### config.mk
export PLATFORM = sky130hd
export DESIGN_NAME = scsm_ctrl
export DESIGN_NICKNAME = d
export VERILOG_FILES = /design/src/rtl/scsm_pkg.sv /design/src/rtl/scsm_ctrl.sv /design/src/rtl/scsm_pd_decode.sv
export VERILOG_INCLUDE_DIRS = /design/src /design/src/rtl
export SDC_FILE = /design/constraint.sdc
export NUM_CORES = 1
export LEC_CHECK = 0
export BUFFER_PORTS_ARGS = -buffer_cell sky130_fd_sc_hd__buf_4
export CORE_MARGIN = 8
export CORE_UTILIZATION = 44
export CTS_CLUSTER_DIAMETER = 80
export CTS_CLUSTER_SIZE = 40
export DETAILED_ROUTE_END_ITERATION = 16
export PLACE_DENSITY = 0.73
export SLEW_MARGIN = 0
export SYNTH_ARGS = -nofsm -noshare
export SYNTH_HDL_FRONTEND = slang
export SYNTH_SLANG_ARGS = --single-unit
### constraint.sdc
create_clock -name clk -period 1.2 [get_ports clk]
set_input_delay 0.12 -clock clk [delete_from_list [all_inputs] [get_ports clk]]
set_output_delay 0.12 -clock clk [all_outputs]
set_load 0.01 [all_outputs]
### src/rtl/scsm_cfg.svh
`ifndef SCSM_CFG_SVH
`define SCSM_CFG_SVH
`define SCSM_CLK_PERIOD_NS   20
`define SCSM_CYCLE_NS        30
`define SCSM_CYCLE_CLKS      ((`SCSM_CYCLE_NS + `SCSM_CLK_PERIOD_NS - 1) / `SCSM_CLK_PERIOD_NS)
`define SCSM_PD_FITTED       4
`define SCSM_PD_MEM_X4       3
`define SCSM_PD_MEM_X1       2
`define SCSM_PD_256K         1
`define SCSM_PD_128K         0
`define SCSM_ALE_PASS        1'b1
`define SCSM_ALE_HOLD        1'b0
`define SCSM_TAG_W7          2'h0
`define SCSM_TAG_W8          2'h1
`define SCSM_TAG_W9          2'h2
`define SCSM_CNT_ZERO        2'h0
`endif

### src/rtl/scsm_pkg.sv
package scsm_pkg;
  typedef enum logic [1:0] {
    SCSM_SZ_NONE = 2'h0,
    SCSM_SZ_128K = 2'h1,
    SCSM_SZ_256K = 2'h2,
    SCSM_SZ_BAD  = 2'h3
  } scsm_size_t;
  typedef enum logic [1:0] {
    SCSM_MEM_X1  = 2'h0,
    SCSM_MEM_X2  = 2'h1,
    SCSM_MEM_X4  = 2'h2,
    SCSM_MEM_BAD = 2'h3
  } scsm_mem_t;
  typedef struct packed {
    scsm_size_t size;
    scsm_mem_t  mem;
    logic [1:0] tag_width;
    logic       fitted;
  } scsm_cfg_t;
  typedef struct packed {
    logic [31:0] wdata;
    logic [15:0] addr;
    logic [1:0]  addr_lo;
    logic [3:0]  byte_en;
    logic        bank_high;
    logic        write;
  } scsm_data_req_t;
  typedef struct packed {
    logic [8:0]  tag;
    logic        valid;
    logic        modified;
    logic        write;
  } scsm_tag_req_t;
endpackage
### src/rtl/scsm_ctrl.sv
`timescale 1ns/1ps
`default_nettype none
`include "scsm_cfg.svh"
module scsm_ctrl (
  input  wire logic                   clk,
  input  wire logic                   reset_n,
  input  wire logic                   data_req_valid,
  output logic                        data_req_ready,
  input  wire scsm_pkg::scsm_data_req_t data_req,
  output logic                        data_rsp_valid,
  output logic [31:0]                 data_rsp_rdata,
  input  wire logic                   tag_req_valid,
  output logic                        tag_req_ready,
  input  wire scsm_pkg::scsm_tag_req_t tag_req,
  input  wire logic [15:0]            tag_req_addr,
  output logic                        tag_rsp_valid,
  output logic [8:0]                  tag_rsp_tag,
  output logic                        tag_rsp_valid_bit,
  output logic                        tag_rsp_modified,
  output scsm_pkg::scsm_cfg_t         cfg,
  input  wire logic [4:0]             presence_detect,
  output logic [15:0]                 shared_address,
  output logic [1:0]                  upper_bank_low_address,
  output logic [1:0]                  lower_bank_low_address,
  output logic                        addr_latch_enable,
  output logic                        bank_low_chip_enable_n,
  output logic                        bank_high_chip_enable_n,
  output logic                        bank_low_output_enable_n,
  output logic                        bank_high_output_enable_n,
  output logic [3:0]                  byte_write_enable_n,
  input  wire logic [31:0]            cache_data_i,
  output logic [31:0]                 cache_data_o,
  output logic                        cache_data_oe,
  output logic                        tag_chip_enable_n,
  output logic                        tag_write_enable_n,
  output logic                        tag_output_enable_n,
  input  wire logic [8:0]             tag_data_i,
  output logic [8:0]                  tag_data_o,
  output logic                        tag_data_oe,
  input  wire logic                   valid_bit_i,
  output logic                        valid_bit_o,
  output logic                        valid_bit_oe,
  output logic                        modified_chip_enable_n,
  output logic                        modified_write_enable_n,
  output logic                        modified_data_in,
  input  wire logic                   modified_data_out
);
  import scsm_pkg::*;

  typedef enum logic [1:0] {
    SCSM_IDLE = 2'h0,
    SCSM_DATA = 2'h1,
    SCSM_TAG  = 2'h2
  } scsm_state_t;

  scsm_state_t    state_q;
  logic [1:0]     cnt_q;
  scsm_data_req_t dreq_q;
  scsm_tag_req_t  treq_q;
  logic [8:0]     tag_mask;
  logic           last;

  scsm_pd_decode u_pd (
    .clk             (clk),
    .reset_n         (reset_n),
    .presence_detect (presence_detect),
    .cfg             (cfg)
  );

  // absent tag bits are driven low and read back as zero
  always_comb begin
    unique case (cfg.tag_width)
      `SCSM_TAG_W7: tag_mask = 9'h07f;
      `SCSM_TAG_W8: tag_mask = 9'h0ff;
      default:      tag_mask = 9'h1ff;
    endcase
  end

  assign last           = (cnt_q == `SCSM_CNT_ZERO);
  // requests stall when no module is fitted
  assign data_req_ready = (state_q == SCSM_IDLE) && cfg.fitted;
  assign tag_req_ready  = (state_q == SCSM_IDLE) && cfg.fitted && !data_req_valid;

  always_ff @(posedge clk) begin
    if (!reset_n) begin
      state_q <= SCSM_IDLE;
      cnt_q   <= `SCSM_CNT_ZERO;
    end else begin
      unique case (state_q)
        SCSM_IDLE: begin
          cnt_q <= 2'(`SCSM_CYCLE_CLKS - 1);
          if (data_req_valid && data_req_ready) begin
            state_q <= SCSM_DATA;
          end else if (tag_req_valid && tag_req_ready) begin
            state_q <= SCSM_TAG;
          end
        end
        SCSM_DATA, SCSM_TAG: begin
          // strobes stand one clock; read data is taken as they drop, next take follows
          if (last) begin
            state_q <= SCSM_IDLE;
          end else begin
            cnt_q <= cnt_q - 2'h1;
          end
        end
        default: state_q <= SCSM_IDLE;
      endcase
    end
  end

  always_ff @(posedge clk) begin
    if (!reset_n) begin
      dreq_q <= '0;
      treq_q <= '0;
    end else if (state_q == SCSM_IDLE) begin
      if (data_req_valid && data_req_ready) begin
        dreq_q <= data_req;
      end
      if (tag_req_valid && tag_req_ready) begin
        treq_q <= tag_req;
        dreq_q.addr <= tag_req_addr;
      end
    end
  end

  // address latch opens the clock after each idle cycle and shuts on the same edge that asserts the strobes, so the arrays see a steady address
  always_ff @(posedge clk) begin
    if (!reset_n) begin
      addr_latch_enable      <= `SCSM_ALE_HOLD;
      shared_address         <= '0;
      upper_bank_low_address <= '0;
      lower_bank_low_address <= '0;
    end else if (state_q == SCSM_IDLE) begin
      addr_latch_enable <= `SCSM_ALE_PASS;
      if (data_req_valid && data_req_ready) begin
        shared_address         <= data_req.addr;
        upper_bank_low_address <= data_req.addr_lo;
        lower_bank_low_address <= data_req.addr_lo;
      end else if (tag_req_valid && tag_req_ready) begin
        shared_address <= tag_req_addr;
      end
    end else begin
      addr_latch_enable <= `SCSM_ALE_HOLD;
    end
  end

  always_ff @(posedge clk) begin
    if (!reset_n) begin
      bank_low_chip_enable_n    <= 1'b1;
      bank_high_chip_enable_n   <= 1'b1;
      bank_low_output_enable_n  <= 1'b1;
      bank_high_output_enable_n <= 1'b1;
      byte_write_enable_n       <= 4'hf;
      cache_data_o              <= '0;
      cache_data_oe             <= 1'b0;
    end else if (state_q == SCSM_DATA && !last) begin
      bank_low_chip_enable_n    <= dreq_q.bank_high;
      bank_high_chip_enable_n   <= !dreq_q.bank_high;
      bank_low_output_enable_n  <= dreq_q.write || dreq_q.bank_high;
      bank_high_output_enable_n <= dreq_q.write || !dreq_q.bank_high;
      byte_write_enable_n       <= dreq_q.write ? ~dreq_q.byte_en : 4'hf;
      cache_data_o              <= dreq_q.wdata;
      cache_data_oe             <= dreq_q.write;
    end else begin
      bank_low_chip_enable_n    <= 1'b1;
      bank_high_chip_enable_n   <= 1'b1;
      bank_low_output_enable_n  <= 1'b1;
      bank_high_output_enable_n <= 1'b1;
      byte_write_enable_n       <= 4'hf;
      cache_data_oe             <= 1'b0;
    end
  end

  always_ff @(posedge clk) begin
    if (!reset_n) begin
      tag_chip_enable_n       <= 1'b1;
      tag_write_enable_n      <= 1'b1;
      tag_output_enable_n     <= 1'b1;
      tag_data_o              <= '0;
      tag_data_oe             <= 1'b0;
      valid_bit_o             <= 1'b0;
      valid_bit_oe            <= 1'b0;
      modified_chip_enable_n  <= 1'b1;
      modified_write_enable_n <= 1'b1;
      modified_data_in        <= 1'b0;
    end else if (state_q == SCSM_TAG && !last) begin
      tag_chip_enable_n       <= 1'b0;
      tag_write_enable_n      <= !treq_q.write;
      tag_output_enable_n     <= treq_q.write;
      tag_data_o              <= treq_q.tag & tag_mask;
      tag_data_oe             <= treq_q.write;
      valid_bit_o             <= treq_q.valid;
      valid_bit_oe            <= treq_q.write;
      modified_chip_enable_n  <= 1'b0;
      modified_write_enable_n <= !treq_q.write;
      modified_data_in        <= treq_q.modified;
    end else begin
      tag_chip_enable_n       <= 1'b1;
      tag_write_enable_n      <= 1'b1;
      tag_output_enable_n     <= 1'b1;
      tag_data_oe             <= 1'b0;
      valid_bit_oe            <= 1'b0;
      modified_chip_enable_n  <= 1'b1;
      modified_write_enable_n <= 1'b1;
    end
  end

  // read data captured at the end of the strobe, when access time has passed
  always_ff @(posedge clk) begin
    if (!reset_n) begin
      data_rsp_valid    <= 1'b0;
      data_rsp_rdata    <= '0;
      tag_rsp_valid     <= 1'b0;
      tag_rsp_tag       <= '0;
      tag_rsp_valid_bit <= 1'b0;
      tag_rsp_modified  <= 1'b0;
    end else begin
      data_rsp_valid <= 1'b0;
      tag_rsp_valid  <= 1'b0;
      if (state_q == SCSM_DATA && last) begin
        data_rsp_valid <= 1'b1;
        if (!dreq_q.write) begin
          data_rsp_rdata <= cache_data_i;
        end
      end
      if (state_q == SCSM_TAG && last) begin
        tag_rsp_valid <= 1'b1;
        if (!treq_q.write) begin
          tag_rsp_tag       <= tag_data_i & tag_mask;
          tag_rsp_valid_bit <= valid_bit_i;
          tag_rsp_modified  <= modified_data_out;
        end
      end
    end
  end
endmodule
`default_nettype wire

### src/rtl/scsm_pd_decode.sv
`timescale 1ns/1ps
`default_nettype none
`include "scsm_cfg.svh"
module scsm_pd_decode (
  input  wire logic              clk,
  input  wire logic              reset_n,
  input  wire logic [4:0]        presence_detect,
  output scsm_pkg::scsm_cfg_t    cfg
);
  import scsm_pkg::*;
  scsm_cfg_t cfg_d;
  always_comb begin
    cfg_d = '0;
    cfg_d.fitted = presence_detect[`SCSM_PD_FITTED];
    unique case ({presence_detect[`SCSM_PD_256K], presence_detect[`SCSM_PD_128K]})
      2'h1:    cfg_d.size = SCSM_SZ_128K;
      2'h2:    cfg_d.size = SCSM_SZ_256K;
      2'h0:    cfg_d.size = SCSM_SZ_NONE;
      default: cfg_d.size = SCSM_SZ_BAD;
    endcase
    unique case ({presence_detect[`SCSM_PD_MEM_X4], presence_detect[`SCSM_PD_MEM_X1]})
      2'h2:    cfg_d.mem = SCSM_MEM_X1;
      2'h0:    cfg_d.mem = SCSM_MEM_X2;
      2'h1:    cfg_d.mem = SCSM_MEM_X4;
      default: cfg_d.mem = SCSM_MEM_BAD;
    endcase
    // smallest memory lacks bit 8, middle lacks bits 7 and 8
    unique case (cfg_d.mem)
      SCSM_MEM_X1: cfg_d.tag_width = `SCSM_TAG_W8;
      SCSM_MEM_X2: cfg_d.tag_width = `SCSM_TAG_W7;
      default:     cfg_d.tag_width = `SCSM_TAG_W9;
    endcase
    if (!cfg_d.fitted) begin
      cfg_d = '0;
    end
  end
  // straps are static, so they are re-sampled each cycle after reset
  always_ff @(posedge clk) begin
    if (!reset_n) begin
      cfg <= '0;
    end else begin
      cfg <= cfg_d;
    end
  end
endmodule
`default_nettype wire

==> flow_summary_export.csv, run 1 <==
group,metric,value,unit
floorplanning,core-area,15200,um^2
grt,antenna_violations_before_repair,1,
placed_design,count_of_input_and_output_buffers,269,
grt,gr-usage-all-layers,23.2,%
logic_synthesis,synthDominantCellAreaShare,52.8,%
sta,hold_viol,0,
placed_design,place_hpwl,14100,um
critical_path,setup.worst_path.class,"reg2reg",
clock_network,cts-buffers-inserted,17,
detailed_routing,vias_per_cell,5.02,
finish,layout_common_cells,"sky130_fd_sc_hd__buf_4, sky130_fd_sc_hd__nand2_1, sky130_fd_sc_hd__dfxtp_1",
floorplanning,fp.dieW,141,um
logic_synthesis,synth-edff-count,0,
clock_network,clock_insertion_delay_worst_skew,0.42,ns
sta,rsz0062_at_grt,"true",
sta,tightestPinTransition,0.234,ns
finish,design.final.nets,1311,
power_and_ir_drop,ir_drop,0.00104,V
floorplanning,dieArea,19800,um^2
status,status,"finished, violations left",
logic_synthesis,yosysSeqAreaShare,52.8,%
clock_network,cts.sink_count,180,
detailed_routing,route.final.wire_length,24700,um
floorplanning,starting_density_of_the_core,44.9,%
finish,layout-drive-gt1-share,37.9,%
logic_synthesis,synth-async-reset-ratio,0,%
critical_path,reg2reg_slack,-0.39,ns
placed_design,finalWeightedCongestion,0.788,
logic_synthesis,synth-warning-count,0,
detailed_routing,antenna_violating_nets_post_route,0,
clock_network,clockRootBuffer,"sky130_fd_sc_hd__clkbuf_16",
critical_path,critical_path_arrival,1.93,ns
logic_synthesis,synthTopCellsByArea,"sky130_fd_sc_hd__dfxtp_1, sky130_fd_sc_hd__nand2_1, sky130_fd_sc_hd__a21boi_0",
finish,mostFrequentLayoutCell,"sky130_fd_sc_hd__buf_4",
critical_path,timing.critical_path.required,1.53,ns
sta,fin_setup_tns,-33.52,ns
sta,finalCritPeriodShare,133,%
logic_synthesis,netlist_instances,769,
sta,finalWorstPathRequiredPeriod,1.59,ns
sta,timing.final.ws_setup,-0.393,ns
critical_path,end_kind,"register",
finish,syn_to_final_growth,73.7,%
logic_synthesis,syn_nets,912,
clock_network,clkTransAtPathRegs,0.06,ns
sta,finalSetupViolCount,171,
sta,maxSlewHeadroom,84.4,%
status,failing_checks,"negative setup slack",
sta,worst_clock_skew,0.0109,ns
critical_path,worst_setup_path_start_kind,"register",
power_and_ir_drop,total_leakage_power,5.27,nW
power_and_ir_drop,cellPowerDensity,1190,nW/um^2
finish,utilization,78.0,%
floorplanning,floorplan.rows,45,
sta,drv_slew,0,
detailed_routing,via_count,6886,
grt,grt_first_pass_wirelength,36700,um
floorplanning,floorplan.die.height,141,um
job,drv_cap,0,
finish,fillerInstances,983,
min_path,holdCritPathClass,"in2reg",
critical_path,path_max_fanout,8,
clock_network,clock_path_buffers,2,
logic_synthesis,post_synthesis_cell_type_with_the_largest_combined_area,"sky130_fd_sc_hd__dfxtp_1",
clock_network,tritoncts_clock_tree,"done",
grt,grt_remaining_overflow,0,
floorplanning,io_pins,270,
sta,achievable-frequency,628,MHz
logic_synthesis,synth_seq_cells,180,
detailed_routing,drt_first_pass_iters,5,
detailed_routing,violation_count_after_the_first_detailed_routing_iteration,321,
detailed_routing,wl_per_cell,18.0,um
logic_synthesis,syn_avg_cell_area,8.88,um^2
detailed_routing,detail_route.drc_violations,0,
logic_synthesis,post_synth_num_cell_types,30,
grt,via_count_of_the_first_global_routing_pass,6993,
logic_synthesis,yosys_most_used_dff,"sky130_fd_sc_hd__dfxtp_1",
grt,grt_max_degree,53,
logic_synthesis,mappedNetlistArea,6830,um^2
clock_network,cts_htree_levels,4,
synthesized netlist by cell type, types with 2 or more instances:
| master | instances |
|---|---|
| sky130_fd_sc_hd__a21boi_0 | 71 |
| sky130_fd_sc_hd__a21boi_1 | 68 |
| sky130_fd_sc_hd__and2_1 | 3 |
| sky130_fd_sc_hd__and3_1 | 8 |
| sky130_fd_sc_hd__and3b_1 | 2 |
| sky130_fd_sc_hd__buf_2 | 28 |
| sky130_fd_sc_hd__buf_4 | 16 |
| sky130_fd_sc_hd__clkbuf_1 | 16 |
| sky130_fd_sc_hd__dfxtp_1 | 180 |
| sky130_fd_sc_hd__ha_1 | 7 |
| sky130_fd_sc_hd__inv_1 | 7 |
| sky130_fd_sc_hd__mux2i_1 | 16 |
| sky130_fd_sc_hd__nand2_1 | 297 |
| sky130_fd_sc_hd__nand2b_1 | 3 |
| sky130_fd_sc_hd__nand3_1 | 4 |
| sky130_fd_sc_hd__nand3b_1 | 3 |
| sky130_fd_sc_hd__nor2b_1 | 5 |
| sky130_fd_sc_hd__o211a_1 | 17 |
| sky130_fd_sc_hd__o211ai_1 | 2 |
| sky130_fd_sc_hd__o21a_1 | 2 |
| sky130_fd_sc_hd__o21ai_0 | 2 |
| sky130_fd_sc_hd__o22ai_1 | 2 |
| sky130_fd_sc_hd__or2_2 | 3 |
cells by family (layout without fill, tap and decap cells):
family | count (synthesis) | count (layout) | synth area share, %
adders and majority gates | 7 | 7 | 1.28
buffers and inverters | 68 | 480 | 5.24
muxes | 16 | 16 | 2.34
and+or+nand+nor | 333 | 333 | 19.8
DFF | 180 | 180 | 52.8
other | 0 | 2 | 0
AOI/OAI and AO/OA | 165 | 165 | 18.6
per-stage QoR:
stage	setup slack, ns	area (um^2)	hold slack (ns)	power, W	std cells
after floorplan	-0.0421	6930	0.255	0.00695	769
after CTS	-0.402	11500	0.0263	0.0140	1361
after global placement	-0.128	9310	0.349	0.00766	1205
after detailed placement	-0.170	9310	0.351	0.00767	1205
after global routing	-0.462	11900	0.0390	0.0146	1370
final	-0.393	11900	0.0398	0.0141	1371
critical path, stage by stage, from the launching register on:
cell and delay, ns:
sky130_fd_sc_hd__dfxtp_2 0.33, sky130_fd_sc_hd__inv_4 0.06, sky130_fd_sc_hd__buf_6 0.09, sky130_fd_sc_hd__ha_4 0.13, sky130_fd_sc_hd__buf_4 0.10, sky130_fd_sc_hd__and3b_2 0.33
sky130_fd_sc_hd__clkbuf_16 0.21, sky130_fd_sc_hd__nand2_1 0.07, sky130_fd_sc_hd__a21boi_1 0.17
final cells by class:
type / instances / area, um^2 / area share, %
repair buffers: 441 / 4140 / 34.9
flip-flops and latches: 180 / 3610 / 30.4
multi-input cells: 521 / 3220 / 27.1
clock buffers: 25 / 485 / 4.09
well taps: 188 / 235 / 1.98
clock inverters: 7 / 144 / 1.21
inverters: 7 / 31.3 / 0.264
diodes: 2 / 5.00 / 0.0422
where the power goes:
| part | switching, W | internal [W] | leakage (nW) |
|---|---|---|---|
| logic | 0.000762 | 0.00116 | 3.51 |
| clock network | 0.00228 | 0.00367 | 0.298 |
| registers | 0.0000911 | 0.00613 | 1.46 |
| total | 0.00313 | 0.0110 | 5.27 |
state kept, by name (all words and copies together), names as in the netlist, 4 cells and up:
register / cells
byte_write_enable_n: 4
cache_data_o: 32
data_rsp_rdata: 32
dreq_q: 38
shared_address: 16
tag_data_o: 9
tag_rsp_tag: 9
treq_q: 12
u_pd.cfg: 6
layer usage:
metal	GRT usage (%)	part of all wire, %
met1	26.3	39
met2	40.6	51
met3	6.52	6.4
met4	8.94	2.9
met5	0	0
worst paths after layout:
kind	to	cells after the start	from
max	data_rsp_rdata[11]	8	state_q[1]
min	shared_address[14]	4	tag_req_addr[14]
max reg2reg	data_rsp_rdata[11]	8	state_q[1]
min reg2reg	byte_write_enable_n[1]	1	dreq_q[3]
repair_timing:
action,CTS,global route
pin swaps,28,26
setup buffers,14,4
setup endpoints to repair,172,174
hold buffers,100,0
cloned,11,5
endpoints found under the hold margin,100,0
resized for setup,104,89
Note: power is estimated with default switching activity, not from simulation.
==> run 2: changes to the inputs <==
CORE_ASPECT_RATIO = 2   (was unset)
==> flow_summary_export.csv, run 2 (synthesis results as in run 1) <==
group,metric,value,unit
floorplanning,dieArea,20000,um^2
finish,largest-register,"dreq_q",
clock_network,clock_path_buffers,2,
finish,design.final.nets,1318,
detailed_routing,violation_count_after_the_first_detailed_routing_iteration,331,
critical_path,cpLargestDelayFamily,"buffers and inverters",
power_and_ir_drop,total_leakage_power,5.66,nW
critical_path,r2r-start,"state_q[1]",
detailed_routing,vias_per_cell,5.37,
clock_network,clock_insertion_delay_worst_skew,0.43,ns
sta,finalCritPeriodShare,141,%
clock_network,cts-buffers-inserted,17,
sta,final.hold.worst_slack,0.0376,ns
critical_path,timing.critical_path.required,1.53,ns
clock_network,clockRootBuffer,"sky130_fd_sc_hd__clkbuf_16",
grt,gr-usage-all-layers,25.2,%
finish,final_design_area_no_fill,12600,um^2
grt,antenna_violations_before_repair,1,
finish,mostFrequentLayoutCell,"sky130_fd_sc_hd__buf_4",
power_and_ir_drop,cellPowerDensity,1110,nW/um^2
sta,maxSlewHeadroom,75.0,%
sta,hold_viol,0,
sta,tightestPinTransition,0.372,ns
finish,fillerInstances,762,
critical_path,setup.worst_path.class,"reg2reg",
power_and_ir_drop,ir_drop,0.00105,V
sta,finalSetupViolCount,172,
sta,finalWorstPathRequiredPeriod,1.70,ns
floorplanning,floorplan.die.height,192,um
job,drv_cap,0,
critical_path,cp_num_buf_inv,4,
clock_network,cts.sink_count,180,
placed_design,finalWeightedCongestion,0.800,
placed_design,place_hpwl,15700,um
critical_path,critical_path_arrival,2.03,ns
grt,grt_max_degree,40,
critical_path,end_kind,"register",
sta,achievable-frequency,590,MHz
finish,layout-drive-gt1-share,51.5,%
clock_network,clkTransAtPathRegs,0.07,ns
detailed_routing,route.final.wire_length,31600,um
critical_path,worst_setup_path_start_kind,"register",
detailed_routing,detail_route.drc_violations,0,
finish,largest_register_ff_count,38,
critical_path,chain_of_cells_forming_the_critical_path,"inv_4, buf_4, ha_4, and3b_2, buf_6, buf_12, nand2_4, a21boi_2",
placed_design,count_of_input_and_output_buffers,269,
finish,layout_common_cells,"sky130_fd_sc_hd__buf_4, sky130_fd_sc_hd__dfxtp_1, sky130_fd_sc_hd__nand2_1",
sta,drv_slew,0,
detailed_routing,antenna_violating_nets_post_route,0,
clock_network,tritoncts_clock_tree,"done",
floorplanning,io_pins,270,
finish,multi_input_gate_area_in_the_final_layout,3830,um^2
sta,rsz0062_at_grt,"true",
clock_network,cts_htree_levels,4,
critical_path,critPathSlowestCell,"sky130_fd_sc_hd__dfxtp_2",
min_path,holdCritPathClass,"in2reg",
floorplanning,floorplan.rows,64,
critical_path,critical_path.max_stage_delay,0.33,ns
sta,timing.final.ws_setup,-0.495,ns
floorplanning,starting_density_of_the_core,44.9,%
detailed_routing,wl_per_cell,22.8,um
grt,grt_first_pass_wirelength,39600,um
placed_design,instance_area_at_placement,9350,um^2
sta,worst_clock_skew,0.0108,ns
detailed_routing,drt_first_pass_iters,5,
finish,syn_to_final_growth,84.1,%
grt,grt_remaining_overflow,0,
detailed_routing,via_count,7447,
status,status,"finished, violations left",
finish,top_regs,"dreq_q: 38 flops, cache_data_o: 32 flops, data_rsp_rdata: 32 flops",
critical_path,path_max_fanout,8,
floorplanning,fp.dieW,104,um
floorplanning,core-area,15200,um^2
status,failing_checks,"negative setup slack",
critical_path,critPathLaunch,"state_q[1]",
min_path,hold_path_startpoint,"tag_req_addr[8]",
finish,regArea,3610,um^2
grt,via_count_of_the_first_global_routing_pass,7525,
[run 2: layer usage]
| layer | track usage (%) | up-vias | part of all wire (%) |
|---|---|---|---|
| met5 | 0 | - | 0 |
| met4 | 16.3 | 0 | 6.9 |
| li1 | - | 3328 | - |
| met1 | 23.6 | 3569 | 33 |
| met2 | 47.8 | 406 | 54 |
| met3 | 5.78 | 144 | 5.7 |
[run 2: power breakdown]
part           total, W  switching (W)  leakage [nW]  internal, W
clock network   0.00550        0.00249         0.280      0.00302
logic           0.00223       0.000957          3.92      0.00128
registers       0.00625       0.000116          1.46      0.00613
total            0.0140        0.00356          5.66       0.0104
[run 2: worst paths after layout]
kind,to,slack (ns),cells after the start
setup / recovery,data_rsp_rdata[22],-0.50,8
hold / removal,shared_address[8],0.04,4
setup reg to reg,data_rsp_rdata[22],-0.50,8
hold reg to reg,byte_write_enable_n[1],0.41,1
[run 2: repair_timing]
| action | 4_1_cts | 5_1_grt |
|---|---|---|
| hold buffers | 100 | 0 |
| gates cloned | 12 | 6 |
| pin swaps | 54 | 110 |
| setup buffers | 20 | 17 |
| hold endpoints to repair | 100 | 0 |
| gates resized for setup | 175 | 223 |
| endpoints found under the setup margin | 174 | 174 |
[run 2: worst min-delay path, cell delays in order]
cell,delay (ns)
sky130_fd_sc_hd__buf_4,0.07
sky130_fd_sc_hd__mux2i_1,0.05
sky130_fd_sc_hd__nand2_1,0.06
sky130_fd_sc_hd__o211a_1,0.13
[run 2: area by class of cell]
type	count	share of cell area, %
Timing Repair Buffer	448	34.0
Multi-Input combinational cell	521	30.5
Tap cell	198	1.97
Inverter	7	0.229
Antenna cell	1	0.0199
Clock buffer	20	3.63
Sequential cell	180	28.7
Clock inverter	12	0.975
[run 2: per-stage QoR]
stage / util (%) / setup slack [ns] / std cells / TNS, ns / total power [W]
after CTS: 77.4 / -0.391 / 1376 / -30.90 / 0.0136
final: 82.7 / -0.495 / 1387 / -42.36 / 0.0140
after global routing: 82.7 / -0.539 / 1387 / -50.90 / 0.0144
after floorplan: - / -0.0421 / 769 / -1.40 / 0.00695
after detailed placement: 61.5 / -0.151 / 1212 / -17.11 / 0.00770
after global placement: 61.5 / -0.131 / 1212 / -10.65 / 0.00767
==> run 3: changes to the inputs <==
--- a/config.mk
+++ b/config.mk
@@ -9,5 +9,7 @@
 export BUFFER_PORTS_ARGS = -buffer_cell sky130_fd_sc_hd__buf_4
+export CELL_PAD_IN_SITES_DETAIL_PLACEMENT = 0
+export CELL_PAD_IN_SITES_GLOBAL_PLACEMENT = 1
 export CORE_ASPECT_RATIO = 2
 export CORE_MARGIN = 8
-export CORE_UTILIZATION = 44
+export CORE_UTILIZATION = 32
 export CTS_CLUSTER_DIAMETER = 80
@@ -15,3 +17,3 @@
 export DETAILED_ROUTE_END_ITERATION = 16
-export PLACE_DENSITY = 0.73
+export PLACE_DENSITY = 0.74
 export SLEW_MARGIN = 0
--- a/constraint.sdc
+++ b/constraint.sdc
@@ -3,2 +3,2 @@
 set_output_delay 0.12 -clock clk [all_outputs]
-set_load 0.01 [all_outputs]
+set_load 0.1 [all_outputs]
==> flow_summary_export.csv, run 3 (synthesis results as in run 1) <==
group,metric,value,unit
clock_network,tritoncts_clock_tree,"done",
floorplanning,io_pins,270,
grt,gr-usage-all-layers,19.1,%
finish,utilization,59.3,%
grt,grt_remaining_overflow,0,
detailed_routing,via_count,6740,
floorplanning,floorplan.die.height,223,um
placed_design,instance_area_at_placement,9570,um^2
grt,via_count_of_the_first_global_routing_pass,7024,
power_and_ir_drop,ir_drop,0.000890,V
sta,worst_clock_skew,0.0101,ns
sta,finalCritPeriodShare,132,%
finish,largest-register,"dreq_q",
sta,fin_setup_tns,-35.47,ns
clock_network,cts.sink_count,180,
sta,finalSetupViolCount,173,
finish,layout_common_cells,"sky130_fd_sc_hd__buf_4, sky130_fd_sc_hd__nand2_1, sky130_fd_sc_hd__a21boi_1",
finish,design.final.nets,1330,
finish,multi_input_gate_area_in_the_final_layout,3250,um^2
detailed_routing,violation_count_after_the_first_detailed_routing_iteration,249,
floorplanning,dieArea,26600,um^2
clock_network,clock_insertion_delay_worst_skew,0.44,ns
finish,largest_register_ff_count,38,
sta,achievable-frequency,631,MHz
finish,layout-drive-gt1-share,46.8,%
status,status,"finished, violations left",
sta,timing.final.ws_setup,-0.384,ns
finish,syn_to_final_growth,81.8,%
clock_network,cts-buffers-inserted,17,
finish,regArea,3720,um^2
finish,fillerInstances,1821,
finish,mostFrequentLayoutCell,"sky130_fd_sc_hd__buf_4",
finish,top_regs,"dreq_q: 38 flops, cache_data_o: 32 flops, data_rsp_rdata: 32 flops",
finish,final_design_area_no_fill,12400,um^2
detailed_routing,topRoutingLayerUsed,"met4",
critical_path,worst_setup_path_start_kind,"register",
power_and_ir_drop,total_leakage_power,5.42,nW
sta,drv_slew,0,
critical_path,setup.worst_path.class,"reg2out",
detailed_routing,route.final.wire_length,25700,um
clock_network,clkTransAtPathRegs,0.07,ns
floorplanning,starting_density_of_the_core,32.6,%
critical_path,critical_path_arrival,1.46,ns
floorplanning,fp.dieW,119,um
job,drv_cap,0,
floorplanning,floorplan.rows,75,
critical_path,critical_path.max_stage_delay,0.35,ns
grt,grt_max_degree,47,
detailed_routing,vias_per_cell,4.59,
detailed_routing,antenna_violating_nets_post_route,0,
power_and_ir_drop,cellPowerDensity,1170,nW/um^2
sta,hold_viol,0,
clock_network,clock_path_buffers,2,
clock_network,cts_htree_levels,4,
placed_design,place_hpwl,16600,um
detailed_routing,wl_met2,14400,um
critical_path,chain_of_cells_forming_the_critical_path,"inv_4, ha_4, and2_4, nor2b_4, buf_12",
clock_network,clockRootBuffer,"sky130_fd_sc_hd__clkbuf_16",
sta,tightestPinTransition,0.319,ns
status,failing_checks,"negative setup slack",
critical_path,timing.critical_path.required,1.08,ns
critical_path,path_max_fanout,2,
grt,antenna_violations_before_repair,1,
detailed_routing,wl_per_cell,17.5,um
floorplanning,core-area,20900,um^2
detailed_routing,drt_first_pass_iters,4,
sta,maxSlewHeadroom,78.7,%
critical_path,end_kind,"output pin",
min_path,holdCritPathClass,"in2reg",
critical_path,critPathSlowestCell,"sky130_fd_sc_hd__dfxtp_4",
sta,rsz0062_at_grt,"true",
detailed_routing,routedLengthMet1,9240,um
sta,finalWorstPathRequiredPeriod,1.58,ns
detailed_routing,met3_length,1130,um
detailed_routing,detail_route.drc_violations,0,
placed_design,count_of_input_and_output_buffers,269,
placed_design,finalWeightedCongestion,0.763,
grt,grt_first_pass_wirelength,39300,um
## run 3: cell types whose count changed in the layout (fill, tap and decap cells not counted), moves of 3 or more
cell,previous run,this run
sky130_fd_sc_hd__nand2_1,155,258
sky130_fd_sc_hd__dfxtp_1,175,90
sky130_fd_sc_hd__dfxtp_2,4,87
sky130_fd_sc_hd__nand2_2,97,30
sky130_fd_sc_hd__a21boi_1,86,124
sky130_fd_sc_hd__a21boi_2,53,15
sky130_fd_sc_hd__nand2_4,45,9
sky130_fd_sc_hd__buf_6,17,45
sky130_fd_sc_hd__buf_4,288,266
sky130_fd_sc_hd__dlygate4sd3_1,100,106
sky130_fd_sc_hd__buf_16,5,8
sky130_fd_sc_hd__clkbuf_16,24,21
## run 3: final timing paths
kind / startpoint / slack (ns) / end / cells past startpoint
setup / recovery: state_q[0] / -0.38 / tag_req_ready / 5
hold / removal: data_req[18] / 0.03 / shared_address[10] / 4
setup reg to reg: state_q[0] / -0.32 / lower_bank_low_address[0] / 9
hold reg to reg: dreq_q[3] / 0.39 / byte_write_enable_n[1] / 1
## run 3: through the flow
| stage | cells | power [W] | hold slack (ns) | setup WS [ns] |
|---|---|---|---|---|
| after CTS | 1459 | 0.0147 | 0.000986 | -0.428 |
| after detailed placement | 1291 | 0.00846 | 0.358 | -0.185 |
| after global placement | 1291 | 0.00844 | 0.344 | -0.154 |
| after floorplan | 769 | 0.00771 | 0.247 | -0.460 |
| final | 1470 | 0.0146 | 0.0272 | -0.384 |
| after global routing | 1470 | 0.0151 | 0.0215 | -0.445 |
## run 3: final cells by class
class	instances	area share [%]
diodes	1	0.0202
clock buffers	21	3.71
clock inverters	11	1.01
inverters	7	0.252
multi-input cells	521	26.1
flip-flops and latches	180	30.0
well taps	269	2.71
repair buffers	460	36.2
## run 3: layer usage
metal,vias up,global-route usage (%)
met1,3154,18.4
met2,188,36.1
met4,0,9.49
met5,-,0
li1,3346,-
met3,52,4.83
## run 3: critical path, delay by kind of cell (launching register included)
| kind | cells | cell delay, ns |
|---|---|---|
| and+or+nand+nor | 2 | 0.30 |
| adders and majority gates | 1 | 0.13 |
| DFF | 1 | 0.35 |
| buffers and inverters | 2 | 0.24 |
## run 3: power by group
| part | internal (W) | leakage (nW) | switching (W) |
|---|---|---|---|
| registers | 0.00614 | 1.50 | 0.0000918 |
| logic | 0.00127 | 3.63 | 0.00150 |
| clock network | 0.00318 | 0.284 | 0.00241 |
| total | 0.0106 | 5.42 | 0.00400 |
## run 3: timing repair
item                                    4_1_cts  5_1_grt
endpoints found under the setup margin      284      293
pin swaps                                    49       46
buffers inserted                             17       15
hold endpoints to repair                    106        0
gates cloned                                 14        4
resized for setup                           122       86
hold buffers                                106        0
